File: config.mk
export PLATFORM = sky130hd
export DESIGN_NAME = msfh_slave
export DESIGN_NICKNAME = d
export VERILOG_FILES = /design/src/include/msfh_pkg.sv /design/src/verilog/msfh_crc16.sv /design/src/verilog/msfh_slave.sv
export VERILOG_INCLUDE_DIRS = /design/src /design/src/include
export SDC_FILE = /design/constraint.sdc
export NUM_CORES = 1
export LEC_CHECK = 0
export BUFFER_PORTS_ARGS = -buffer_cell sky130_fd_sc_hd__buf_4
export CAP_MARGIN = 0
export CORE_ASPECT_RATIO = 1.4
export CORE_UTILIZATION = 40
export CTS_CLUSTER_DIAMETER = 60
export DETAILED_ROUTE_END_ITERATION = 16
export SETUP_SLACK_MARGIN = 0.05
export SYNTH_ARGS = -nofsm -noshare
export SYNTH_HDL_FRONTEND = slang
export SYNTH_SLANG_ARGS = --single-unit
File: constraint.sdc
create_clock -name sys_clk -period 5.9 [get_ports sys_clk]
set_input_delay 1.18 -clock sys_clk [delete_from_list [all_inputs] [get_ports sys_clk]]
set_output_delay 1.18 -clock sys_clk [all_outputs]
set_load 0.01 [all_outputs]
File: src/include/msfh_params.svh
`ifndef MSFH_PARAMS_SVH
`define MSFH_PARAMS_SVH
`define MSFH_FC_READ_REGS 8'h03
`define MSFH_FC_WRITE_COIL 8'h05
`define MSFH_FC_WRITE_REG 8'h06
`define MSFH_FC_LOOPBACK 8'h08
`define MSFH_EXC_FLAG 8'h80
`define MSFH_EXC_NONE 8'h00
`define MSFH_EXC_FUNC 8'h01
`define MSFH_EXC_ADDR 8'h02
`define MSFH_EXC_DATA 8'h03
`define MSFH_EXC_RO 8'h22
`define MSFH_BCAST_ADDR 8'h00
`define MSFH_QUERY_LEN 4'h8
`define MSFH_CRC_COVER 4'h6
`define MSFH_MAX_REGS 16'h0030
`define MSFH_NO_REGS 16'h0000
`define MSFH_ONE_REG 16'h0001
`define MSFH_POS_WORDS 16'h0002
`define MSFH_REG_POS_LO 16'h0026
`define MSFH_REG_POS_HI 16'h0027
`define MSFH_REG_CTRL_MODE 16'h0064
`define MSFH_COIL_ENERGISE 16'h0000
`define MSFH_COIL_ON 16'hFF00
`define MSFH_COIL_OFF 16'h0000
`define MSFH_SUB_ECHO 16'h0000
`define MSFH_CRC_INIT 16'hFFFF
`define MSFH_CRC_POLY 16'hA001
`define MSFH_CTRL_MODE_RST 16'h0000
`define MSFH_EXC_LEN 8'h03
`define MSFH_ECHO_LEN 8'h06
`define MSFH_READ_HDR 8'h03
`endif

File: src/include/msfh_pkg.sv
package msfh_pkg;
  typedef enum logic [1:0] {S_RX, S_CHECK, S_SEND} msfh_state_t;
  typedef enum logic [1:0] {R_ECHO, R_READ, R_EXC} msfh_resp_t;
endpackage

File: src/verilog/msfh_crc16.sv
`timescale 1ns/1ns
`default_nettype none
`include "msfh_params.svh"
module msfh_crc16 (
  input wire logic sys_clk,
  input wire logic rst,
  input wire logic ce,
  input wire logic init,
  input wire logic en,
  input wire logic [7:0] data,
  output logic [15:0] crc
);
  import msfh_pkg::*;
  logic [15:0] crc_q;
  logic [15:0] crc_d;
  logic [15:0] c;

  always_comb begin
    c = crc_q ^ {8'h00, data};
    for (int i = 0; i < 8; i++) begin
      c = c[0] ? ((c >> 1) ^ `MSFH_CRC_POLY) : (c >> 1);
    end
    if (init) begin
      crc_d = `MSFH_CRC_INIT;
    end else if (en) begin
      crc_d = c;
    end else begin
      crc_d = crc_q;
    end
  end

  always_ff @(posedge sys_clk) begin
    if (rst) begin
      crc_q <= `MSFH_CRC_INIT;
    end else if (ce) begin
      crc_q <= crc_d;
    end
  end

  assign crc = crc_q;
endmodule
`default_nettype wire

File: src/verilog/msfh_slave.sv
`timescale 1ns/1ns
`default_nettype none
`include "msfh_params.svh"
module msfh_slave (
  input wire logic sys_clk,
  input wire logic rst,
  input wire logic ce,
  input wire logic [7:0] own_addr,
  input wire logic [7:0] rx_byte,
  input wire logic rx_valid,
  input wire logic rx_frame_end,
  input wire logic rx_char_err,
  input wire logic rx_gap_err,
  input wire logic tx_ready,
  input wire logic [31:0] position_in,
  output logic [7:0] tx_byte,
  output logic tx_valid,
  output logic drive_energise,
  output logic [15:0] control_mode_param
);
  import msfh_pkg::*;

  msfh_state_t state_q, state_d;
  msfh_resp_t resp_q, resp_d;
  logic [3:0] cnt_q, cnt_d;
  logic bad_q, bad_d;
  logic [7:0] buf_q [8];
  logic [7:0] buf_d [8];
  logic [7:0] exc_q, exc_d;
  logic [7:0] plen_q, plen_d;
  logic [7:0] idx_q, idx_d;
  logic [7:0] tx_byte_q, tx_byte_d;
  logic tx_valid_q, tx_valid_d;
  logic [31:0] pos_q, pos_d;
  logic coil_q, coil_d;
  logic [15:0] mode_q, mode_d;

  logic crc_init;
  logic crc_en;
  logic [7:0] crc_data;
  logic [15:0] crc_val;

  logic [7:0] fc;
  logic [15:0] fa;
  logic [15:0] fd;
  logic bcast;
  logic accept;
  logic rd_map;
  msfh_resp_t dec_resp;
  logic [7:0] dec_exc;
  logic [7:0] dec_plen;
  logic dec_coil;
  logic dec_write;
  logic [7:0] rd_off;
  logic [15:0] rd_addr;
  logic [15:0] rd_word;
  logic [7:0] txb;

  msfh_crc16 u_crc (
    .sys_clk(sys_clk),
    .rst(rst),
    .ce(ce),
    .init(crc_init),
    .en(crc_en),
    .data(crc_data),
    .crc(crc_val)
  );

  function automatic logic [15:0] reg_val(input logic [15:0] a,
                                          input logic [31:0] pos,
                                          input logic [15:0] mode);
    case (a)
      `MSFH_REG_POS_LO: reg_val = pos[15:0];
      `MSFH_REG_POS_HI: reg_val = pos[31:16];
      `MSFH_REG_CTRL_MODE: reg_val = mode;
      default: reg_val = 16'h0000;
    endcase
  endfunction

  // Query fields, laid out the same for all four functions
  assign fc = buf_q[1];
  assign fa = {buf_q[2], buf_q[3]};
  assign fd = {buf_q[4], buf_q[5]};
  assign bcast = buf_q[0] == `MSFH_BCAST_ADDR;
  // Stored CRC arrives high byte first
  assign accept = (crc_val == {buf_q[6], buf_q[7]}) &&
                  (bcast || buf_q[0] == own_addr);
  // Only the mapped words may be covered by a read
  assign rd_map = (fa == `MSFH_REG_POS_LO && fd <= `MSFH_POS_WORDS) ||
                  (fa == `MSFH_REG_POS_HI && fd == `MSFH_ONE_REG) ||
                  (fa == `MSFH_REG_CTRL_MODE && fd == `MSFH_ONE_REG);

  always_comb begin
    dec_resp = R_ECHO;
    dec_exc = `MSFH_EXC_NONE;
    dec_plen = `MSFH_ECHO_LEN;
    dec_coil = 1'b0;
    dec_write = 1'b0;
    case (fc)
      `MSFH_FC_READ_REGS: begin
        if (fd == `MSFH_NO_REGS || fd > `MSFH_MAX_REGS) begin
          dec_exc = `MSFH_EXC_DATA;
        end else if (!rd_map) begin
          dec_exc = `MSFH_EXC_ADDR;
        end else begin
          dec_resp = R_READ;
          dec_plen = `MSFH_READ_HDR + {fd[6:0], 1'b0};
        end
      end
      `MSFH_FC_WRITE_COIL: begin
        if (fa != `MSFH_COIL_ENERGISE) begin
          dec_exc = `MSFH_EXC_ADDR;
        end else if (fd != `MSFH_COIL_ON && fd != `MSFH_COIL_OFF) begin
          dec_exc = `MSFH_EXC_DATA;
        end else begin
          dec_coil = 1'b1;
        end
      end
      `MSFH_FC_WRITE_REG: begin
        if (fa == `MSFH_REG_CTRL_MODE) begin
          dec_write = 1'b1;
        end else if (fa == `MSFH_REG_POS_LO || fa == `MSFH_REG_POS_HI) begin
          dec_exc = `MSFH_EXC_RO;
        end else begin
          dec_exc = `MSFH_EXC_ADDR;
        end
      end
      `MSFH_FC_LOOPBACK: begin
        if (fa != `MSFH_SUB_ECHO) begin
          dec_exc = `MSFH_EXC_ADDR;
        end
      end
      default: dec_exc = `MSFH_EXC_FUNC;
    endcase
    if (dec_exc != `MSFH_EXC_NONE) begin
      dec_resp = R_EXC;
      dec_plen = `MSFH_EXC_LEN;
      dec_coil = 1'b0;
      dec_write = 1'b0;
    end
  end

  // Outgoing byte for the current index
  assign rd_off = idx_q - `MSFH_READ_HDR;
  assign rd_addr = fa + {9'h000, rd_off[7:1]};
  assign rd_word = reg_val(rd_addr, pos_q, mode_q);

  always_comb begin
    if (idx_q == plen_q) begin
      txb = crc_val[15:8];
    end else if (idx_q > plen_q) begin
      txb = crc_val[7:0];
    end else begin
      case (resp_q)
        R_EXC: begin
          if (idx_q == 8'h00) begin
            txb = buf_q[0];
          end else if (idx_q == 8'h01) begin
            txb = buf_q[1] | `MSFH_EXC_FLAG;
          end else begin
            txb = exc_q;
          end
        end
        R_READ: begin
          if (idx_q < 8'h02) begin
            txb = buf_q[idx_q[2:0]];
          end else if (idx_q == 8'h02) begin
            txb = plen_q - `MSFH_READ_HDR;
          end else begin
            txb = rd_off[0] ? rd_word[7:0] : rd_word[15:8];
          end
        end
        default: txb = buf_q[idx_q[2:0]];
      endcase
    end
  end

  always_comb begin
    state_d = state_q;
    resp_d = resp_q;
    cnt_d = cnt_q;
    bad_d = bad_q;
    buf_d = buf_q;
    exc_d = exc_q;
    plen_d = plen_q;
    idx_d = idx_q;
    tx_byte_d = tx_byte_q;
    tx_valid_d = tx_valid_q;
    pos_d = pos_q;
    coil_d = coil_q;
    mode_d = mode_q;
    crc_init = 1'b0;
    crc_en = 1'b0;
    crc_data = rx_byte;
    case (state_q)
      S_RX: begin
        if (rx_valid) begin
          if (cnt_q < `MSFH_QUERY_LEN) begin
            buf_d[cnt_q[2:0]] = rx_byte;
          end
          if (cnt_q < `MSFH_CRC_COVER) begin
            crc_en = 1'b1;
          end
          // Saturate one past a full query to catch long frames
          if (cnt_q <= `MSFH_QUERY_LEN) begin
            cnt_d = cnt_q + 4'h1;
          end
        end
        if (rx_char_err || rx_gap_err) begin
          bad_d = 1'b1;
        end
        if (rx_frame_end) begin
          cnt_d = 4'h0;
          bad_d = 1'b0;
          if (cnt_q == `MSFH_QUERY_LEN && !bad_q &&
              !rx_char_err && !rx_gap_err) begin
            state_d = S_CHECK;
          end else begin
            crc_init = 1'b1;
          end
        end
      end
      S_CHECK: begin
        crc_init = 1'b1;
        state_d = S_RX;
        // Snapshot keeps both halves of a double word coherent
        pos_d = position_in;
        if (accept) begin
          if (dec_coil) begin
            coil_d = fd == `MSFH_COIL_ON;
          end
          if (dec_write) begin
            mode_d = fd;
          end
          if (!bcast) begin
            state_d = S_SEND;
            resp_d = dec_resp;
            exc_d = dec_exc;
            plen_d = dec_plen;
            idx_d = 8'h00;
          end
        end
      end
      S_SEND: begin
        if (!tx_valid_q) begin
          tx_byte_d = txb;
          tx_valid_d = 1'b1;
          if (idx_q < plen_q) begin
            crc_en = 1'b1;
            crc_data = txb;
          end
        end else if (tx_ready) begin
          tx_valid_d = 1'b0;
          idx_d = idx_q + 8'h01;
          if (idx_q > plen_q) begin
            state_d = S_RX;
            crc_init = 1'b1;
          end
        end
      end
      default: state_d = S_RX;
    endcase
  end

  always_ff @(posedge sys_clk) begin
    if (rst) begin
      state_q <= S_RX;
      resp_q <= R_ECHO;
      cnt_q <= 4'h0;
      bad_q <= 1'b0;
      buf_q <= '{default: 8'h00};
      exc_q <= `MSFH_EXC_NONE;
      plen_q <= `MSFH_ECHO_LEN;
      idx_q <= 8'h00;
      tx_byte_q <= 8'h00;
      tx_valid_q <= 1'b0;
      pos_q <= 32'h0000_0000;
      coil_q <= 1'b0;
      mode_q <= `MSFH_CTRL_MODE_RST;
    end else if (ce) begin
      state_q <= state_d;
      resp_q <= resp_d;
      cnt_q <= cnt_d;
      bad_q <= bad_d;
      buf_q <= buf_d;
      exc_q <= exc_d;
      plen_q <= plen_d;
      idx_q <= idx_d;
      tx_byte_q <= tx_byte_d;
      tx_valid_q <= tx_valid_d;
      pos_q <= pos_d;
      coil_q <= coil_d;
      mode_q <= mode_d;
    end
  end

  assign tx_byte = tx_byte_q;
  assign tx_valid = tx_valid_q;
  assign drive_energise = coil_q;
  assign control_mode_param = mode_q;
endmodule
`default_nettype wire

---- Word level (Yosys, flattened, before mapping) ----
Index checks and enable logic that the tools add are counted.
operators by class
  $lt $le $gt $ge ......................... 11
  bitwise logic cells ..................... 13
  equal/unequal tests ..................... 30
  $add $sub $neg .......................... 6
  reductions and logical operators ........ 42
  multiplexer cells ....................... 82
operators with widths
  operator              count
  $mux 8                21
  $mux 16               10
  $bwmux 64             1
  $eq 16x6->1 const B   4
  $pmux 16 s3           1
  $eq 16x7->1 const B   2
  $pmux 8 s2            2
  $pmux 8 s4            1
  $reduce_bool 16->1    2
  $mux 2                14
  $bmux 8 s3            1
  $demux 8 s3           1
  $not 2->3             8
  $mux 1                22
  $reduce_and 4->1      5
  $add 16x7->16         1
  $eq 16x1->1 const B   1
  $eq 16x16->1          1
  $eq 16x16->1 const B  1
  $eq 8x2->1 const B    2
  $eq 8x3->1 const B    2
  $eq 8x8->1            2
  $gt 16x6->1 const B   1
  $le 16x2->1 const B   1
  38 further kinds      77
word-level totals
  input port bits ......................... 56
  flip-flop bits (word level) ............. 171

---- Logic depth before layout (Yosys ltp) ----
  depth in word-level cells ............... 32
  depth in mapped cells ................... 23
  mapped depth without buffers ............ 19

---- By module ----
From an unflattened synthesis, not the netlist that was laid out.
second synthesis, totals
  cells, all modules ...................... 1160
  area total of the unflattened synthesis .. 9785.6 um^2
modules (own cells, without submodules)
  module      cells each  instances  seq. area each (um^2)  area an instance (um^2)
  msfh_slave  1074        1          3002.9                 8963.6
  msfh_crc16  86          1          320.3                  822.0

---- Worst setup path before layout ----
Ideal clock, no wire load.
  kind .................................... reg-to-reg
  start ................................... reg idx_q[1]
  end ..................................... reg u_crc.crc_q[0] (netlist: u_crc.crc[0])
  data required time ...................... 5.778 ns
  setup time .............................. 0.122 ns
  period minus slack after synthesis ...... 5.281 ns
  data arrival time ....................... 5.160 ns
  slack ................................... 0.619 ns
  stages on the path, launching flop included .. 20
  path through ............................ dfxtp_1 > buf_2 > clkbuf_1 > inv_1 > ha_1 > ha_1 > fa_1 > nor2_1 > inv_1 > a2111oi_4 > and2_1 > nor2_1 > a2111oi_2 > a311oi_1 > a31o_1 > a211o_1 > xor2_1 > xor3_1 > xor2_1 > o311a_1
between the ends
  cells in the longest elaborated chain, start to end .. 25
  elaborated cells on any way between the ends .. 55
  those cells by class .................... add/sub (2); order compare (3); eq/ne (6); mux (32); bitwise (9); reduce/logical (3)
RTL lines
  what                                                       RTL line           source
  from (decl)                                                msfh_slave.sv:31   logic [7:0] idx_q, idx_d;
  from (signal assigned)                                     msfh_slave.sv:288  idx_q <= idx_d;
  $sub 8x2->8 (no line)                                      --
  $add 16x7->16                                              msfh_slave.sv:145  assign rd_addr = fa + {9'h000, rd_off[7:1]};
  $eq 16x7->1 / $eq 16x6->1 (equally long branches)          msfh_slave.sv:72   case (a)
  $pmux 16 s3                                                msfh_slave.sv:72
  $mux 8                                                     msfh_slave.sv:170  txb = rd_off[0] ? rd_word[7:0] : rd_word[15:8];
  $mux 8                                                     msfh_slave.sv:167  end else if (idx_q == 8'h02) begin
  $mux 8                                                     msfh_slave.sv:165  if (idx_q < 8'h02) begin
  $pmux 8 s2                                                 msfh_slave.sv:154  case (resp_q)
  [... 3 more ...]                                           --
  $mux 8                                                     msfh_slave.sv:245  if (!tx_valid_q) begin
  $mux 8                                                     msfh_slave.sv:195  case (state_q)
  $xor 16x8->16                                              msfh_crc16.sv:19   c = crc_q ^ {8'h00, data};
  $mux 16 / $not 2->3 (equally long branches) (6 in series)  --
  $not 2->3 (no line) / $mux 16 (equally long branches)      --
  $mux 16 (2 in series)                                      msfh_crc16.sv:21   c = c[0] ? ((c >> 1) ^ `MSFH_CRC_POLY) : (c >> 1);
  $mux 16                                                    msfh_crc16.sv:25   end else if (en) begin
  $mux 16                                                    msfh_crc16.sv:23   if (init) begin
  to (signal assigned)                                       msfh_crc16.sv:34   crc_q <= `MSFH_CRC_INIT;
  to (signal assigned)                                       msfh_crc16.sv:36   crc_q <= crc_d;
  to (decl)                                                  msfh_crc16.sv:14   logic [15:0] crc_q;
Several ways; a longest one is shown, not always the timed one. The select of a mux whose other input is x is not followed.
A chain may end at the register's enable or synchronous reset.

---- Worst setup path in the final report ----
  start ................................... reg idx_q[3]
  end ..................................... reg u_crc.crc_q[0] (netlist: u_crc.crc[0])
Same word-level chain as after synthesis.

==> key figures <==
Status
  – Status: completed

Setup path
  – CP most frequent cell: xor2_1
  – CP max FO: 8
  – Delay-heaviest family, CP: compound AO/OA/AOI/OAI gates
  – Worst setup SP type: flop
  – Bufs and invs on worst path: 1
  – CP Class: reg2reg
  – Critical Path Max Stage Delay: 0.61 ns
  – Slowest cell on crit path: or4_4
  – CP Capture Type: flop
  – Worst Path Arrival: 5.94 ns
  – WP data required: 6.23 ns
  – Critical path, cell by cell: or4_4 > nor3_1 > xor2_1 > ha_1 > a21oi_2 > o21ai_0 > a21o_1 > or3_1 > a2111oi_2 > buf_4 > o2111a_1 > a311oi_1 > a31o_1 > a211o_1 > xor2_1 > xor3_1 > xor2_1 > o311a_1

Timing
  – Final min period: 5.60 ns
  – Total negative slack: 0 ns
  – Final Max Tran Viols: 0
  – Final Setup Violations: 0
  – Fmax: roughly 0.18 GHz
  – Worst slew pin tran: 1.19 ns
  – Hold Vio Cnt, Final: 0
  – Final Cycle Share: 0.949
  – RSZ-0062 raised after global routing: false
  – Final setup margin: ~0.3 ns
  – Worst hold slack: around 0.45 ns
  – Skew final: between 0.01 and 0.015 ns
  – Max-slew headroom: 0.206

Die
  – Initial core utilization: 0.408
  – # IOs: 82
  – Die span in x: between 100 and 150 µm
  – Site row count: between 60 and 70
  – Core area: between 20000 and 25000 µm²
  – Full die area: around 26000 µm²
  – Die Y-Extent: 190 µm

Logic synthesis
  – Multiplexer area fraction after synthesis: 0.147
  – Compound-Gate Fraction of Synth Area: 0.160
  – Avg Inst Size Synth: ~8.3 µm²
  – #FFs+latches synth: about 170
  – Post-Synth XOR/XNOR Area: 0.0604
  – Distinct cells, synth: 84
  – Simple-gate share of the synthesized area: 0.218
  – Main synth FF type: dfxtp_1
  – Number of flops mapped to enable cells by yosys: 0
  – Netlist Area Pre-Place: around 10000 µm²
  – Mapped Cells: about 1200
  – Adder-cell share of the synthesized area: 0.0379
  – Ys async rst share: 0
  – Largest family of logic cells by synthesized area: simple AND/OR/NAND/NOR gates
  – Syn Nets: approximately 1300
  – Sequential fraction of the synthesis area: 0.329
  – Warnings, synthesis: 0

Place
  – Pre-CTS WS: -0.0714 ns
  – DP HPWL: 26.0 mm
  – GP Congestion: 0.957
  – I/O Buffers: a little over 80

Clock network
  – Inserted Clock Buffers: 17
  – CTS H-tree depth: 4
  – Clock root cell: clkbuf_16
  – CTS Sinks: between 150 and 200
  – Clock Latency Late Sink: about 0.45 ns
  – CTS tree: done
  – Postcts setup bufs: 0
  – Clk slew on worst S/H paths: 0.07 ns
  – Maximum clock insertion buffer count: 2

GRT
  – Number of global-route vias before repair: a little under 9000
  – Initial antenna violation count: 0
  – Largest net degree at the start of global routing: 57
  – GRT Total Usage: 0.274
  – First-pass GRT wire length: 52.8 mm
  – Total gr overflow: 0

Layout
  – Post-Route Utilization: 0.466
  – Area delta synth->final: 14.1%
  – Layout Nets: 1334
  – Layout cells sized above 1: 0.149
  – # diodes: 0

Routing
  – Number of vias per cell: ~5.9
  – DRC Markers: 0
  – Drt pass-1 iters: 6
  – Final wirelength: approximately 34 mm
  – Total number of vias: 9255
  – Initial detailed-routing violation count: ~680
  – Routed len/inst: between 20 and 25 µm
  – Post-route ant nets: 0

Min path
  – Class of the worst hold path: reg2reg

Power
  – Net switching power: around 0.64 mW
  – Part of the power in registers: 0.452
  – Worst VDD drop: between 0.2 and 0.25 mV
  – Cell internal pwr: 1.91 mW
  – Clock share of power: 0.472
  – Sw Share: 0.251
  – Comb pwr share: 0.076
  – Pwr/cell area: around 220 nW/µm²
  – Leakage: between 4 and 5 nW

Job
  – Max_cap viols: 0
==> metrics by stage <==
stage	total power, mW	cells	cell area (µm²)
after global routing	2.63	1576	11500
after global placement	1.37	1544	10900
after CTS	2.57	1576	11500
after detailed placement	1.37	1544	10900
final	2.55	1576	11500
after floorplan	1.29	1211	10100
==> worst paths after layout <==
path	startpoint	end	slack [ns]	depth (start not counted)
worst max-delay path	idx_q[3]$_SDFFE_PP0P_	u_crc.crc[0]$_SDFFE_PP1P_	0.30	18
worst min-delay path	pos_q[11]$_SDFFE_PP0P_	pos_q[11]$_SDFFE_PP0P_	0.45	2
worst max register to register	idx_q[3]$_SDFFE_PP0P_	u_crc.crc[0]$_SDFFE_PP1P_	0.30	18
worst min register to register	pos_q[11]$_SDFFE_PP0P_	pos_q[11]$_SDFFE_PP0P_	0.45	2
==> sequential cells by signal (all words and copies together), names as in the netlist <==
signal / flops
resp_q: 2
fc: 8
idx_q: 8
pos_q: 32
exc_q: 3
bad_q: 1
u_crc.crc: 16
state_q: 2
tx_valid: 1
control_mode_param: 16
tx_byte: 8
buf_q: 56
drive_energise: 1
plen_q: 8
cnt_q: 4
==> power by group through the flow <==
stage / Combinational [mW] / Sequential [mW] / Clock, mW
2_1_floorplan: 0.125 / 1.17 / 0
3_3_place_gp: 0.191 / 1.18 / 0
3_5_place_dp: 0.192 / 1.18 / 0
4_1_cts: 0.193 / 1.15 / 1.23
5_1_grt: 0.209 / 1.15 / 1.26
6_report: 0.194 / 1.15 / 1.20
==> cell usage in the layout (no fill, tap or decap), drive strengths merged, types with 25 or more instances in the layout <==
cell type,n
buf,100
nand3,25
dfxtp,166
nor2,177
ha,29
a21oi,80
xnor2,45
nand2,124
mux2i,97
nor3,27
o21ai,37
inv,38
==> logic make-up after synthesis <==
| logic type | count (synthesis) |
|---|---|
| compound gates | 240 |
| xor+xnor | 68 |
| fa+ha+maj | 30 |
| buf+inv | 114 |
| flops | 166 |
| mux | 126 |
| simple gates | 467 |
==> cell usage after synthesis, types with 10 or more instances <==
cell type	n	area [µm²]
a211oi_1	10	75.1
a21oi_1	78	390
a31oi_1	10	62.6
buf_1	11	41.3
clkbuf_1	57	214
dfxtp_1	166	3320
ha_1	29	363
inv_1	32	120
mux2_2	12	135
mux2i_1	97	971
mux4_2	17	383
nand2_1	123	462
nand2b_1	20	125
nand3_1	24	120
nand4_1	18	113
nor2_1	174	653
nor3_1	24	120
nor4_1	12	75.1
o21ai_0	31	155
o22ai_1	14	87.6
xnor2_1	45	394
xor2_1	22	193
==> worst register-to-register path, stage by stage, from the launching register on <==
cell and delay, ns:
dfxtp_1 0.41, or4_4 0.61, nor3_1 0.19, xor2_1 0.18
ha_1 0.34, a21oi_2 0.31, o21ai_0 0.21, a21o_1 0.20
or3_1 0.36, a2111oi_2 0.55, buf_4 0.21, o2111a_1 0.22
a311oi_1 0.10, a31o_1 0.21, a211o_1 0.31, xor2_1 0.22
xor3_1 0.30, xor2_1 0.19, o311a_1 0.36
==> what timing repair did <==
action                                  4_1_cts  5_1_grt
endpoints found under the setup margin        1        2
hold buffers                                  0        0
gates resized for setup                       1        2
==> routing by layer <==
metal,global-route usage,vias up,share of wire
li1,-,4373,-
met1,0.331,4416,0.40
met2,0.465,377,0.48
met3,0.0408,89,0.064
met4,0.144,0,0.052
met5,0,-,0
==> final cells by class <==
cell class	instances	area, µm²
tap	315	394
inverter	32	120
clock buffer	18	439
sequential	166	3320
timing repair buffer	100	751
fill	2445	13200
clock inverter	14	188
multi-input combinational	931	6320
Power figures use the tool's default switching activity.
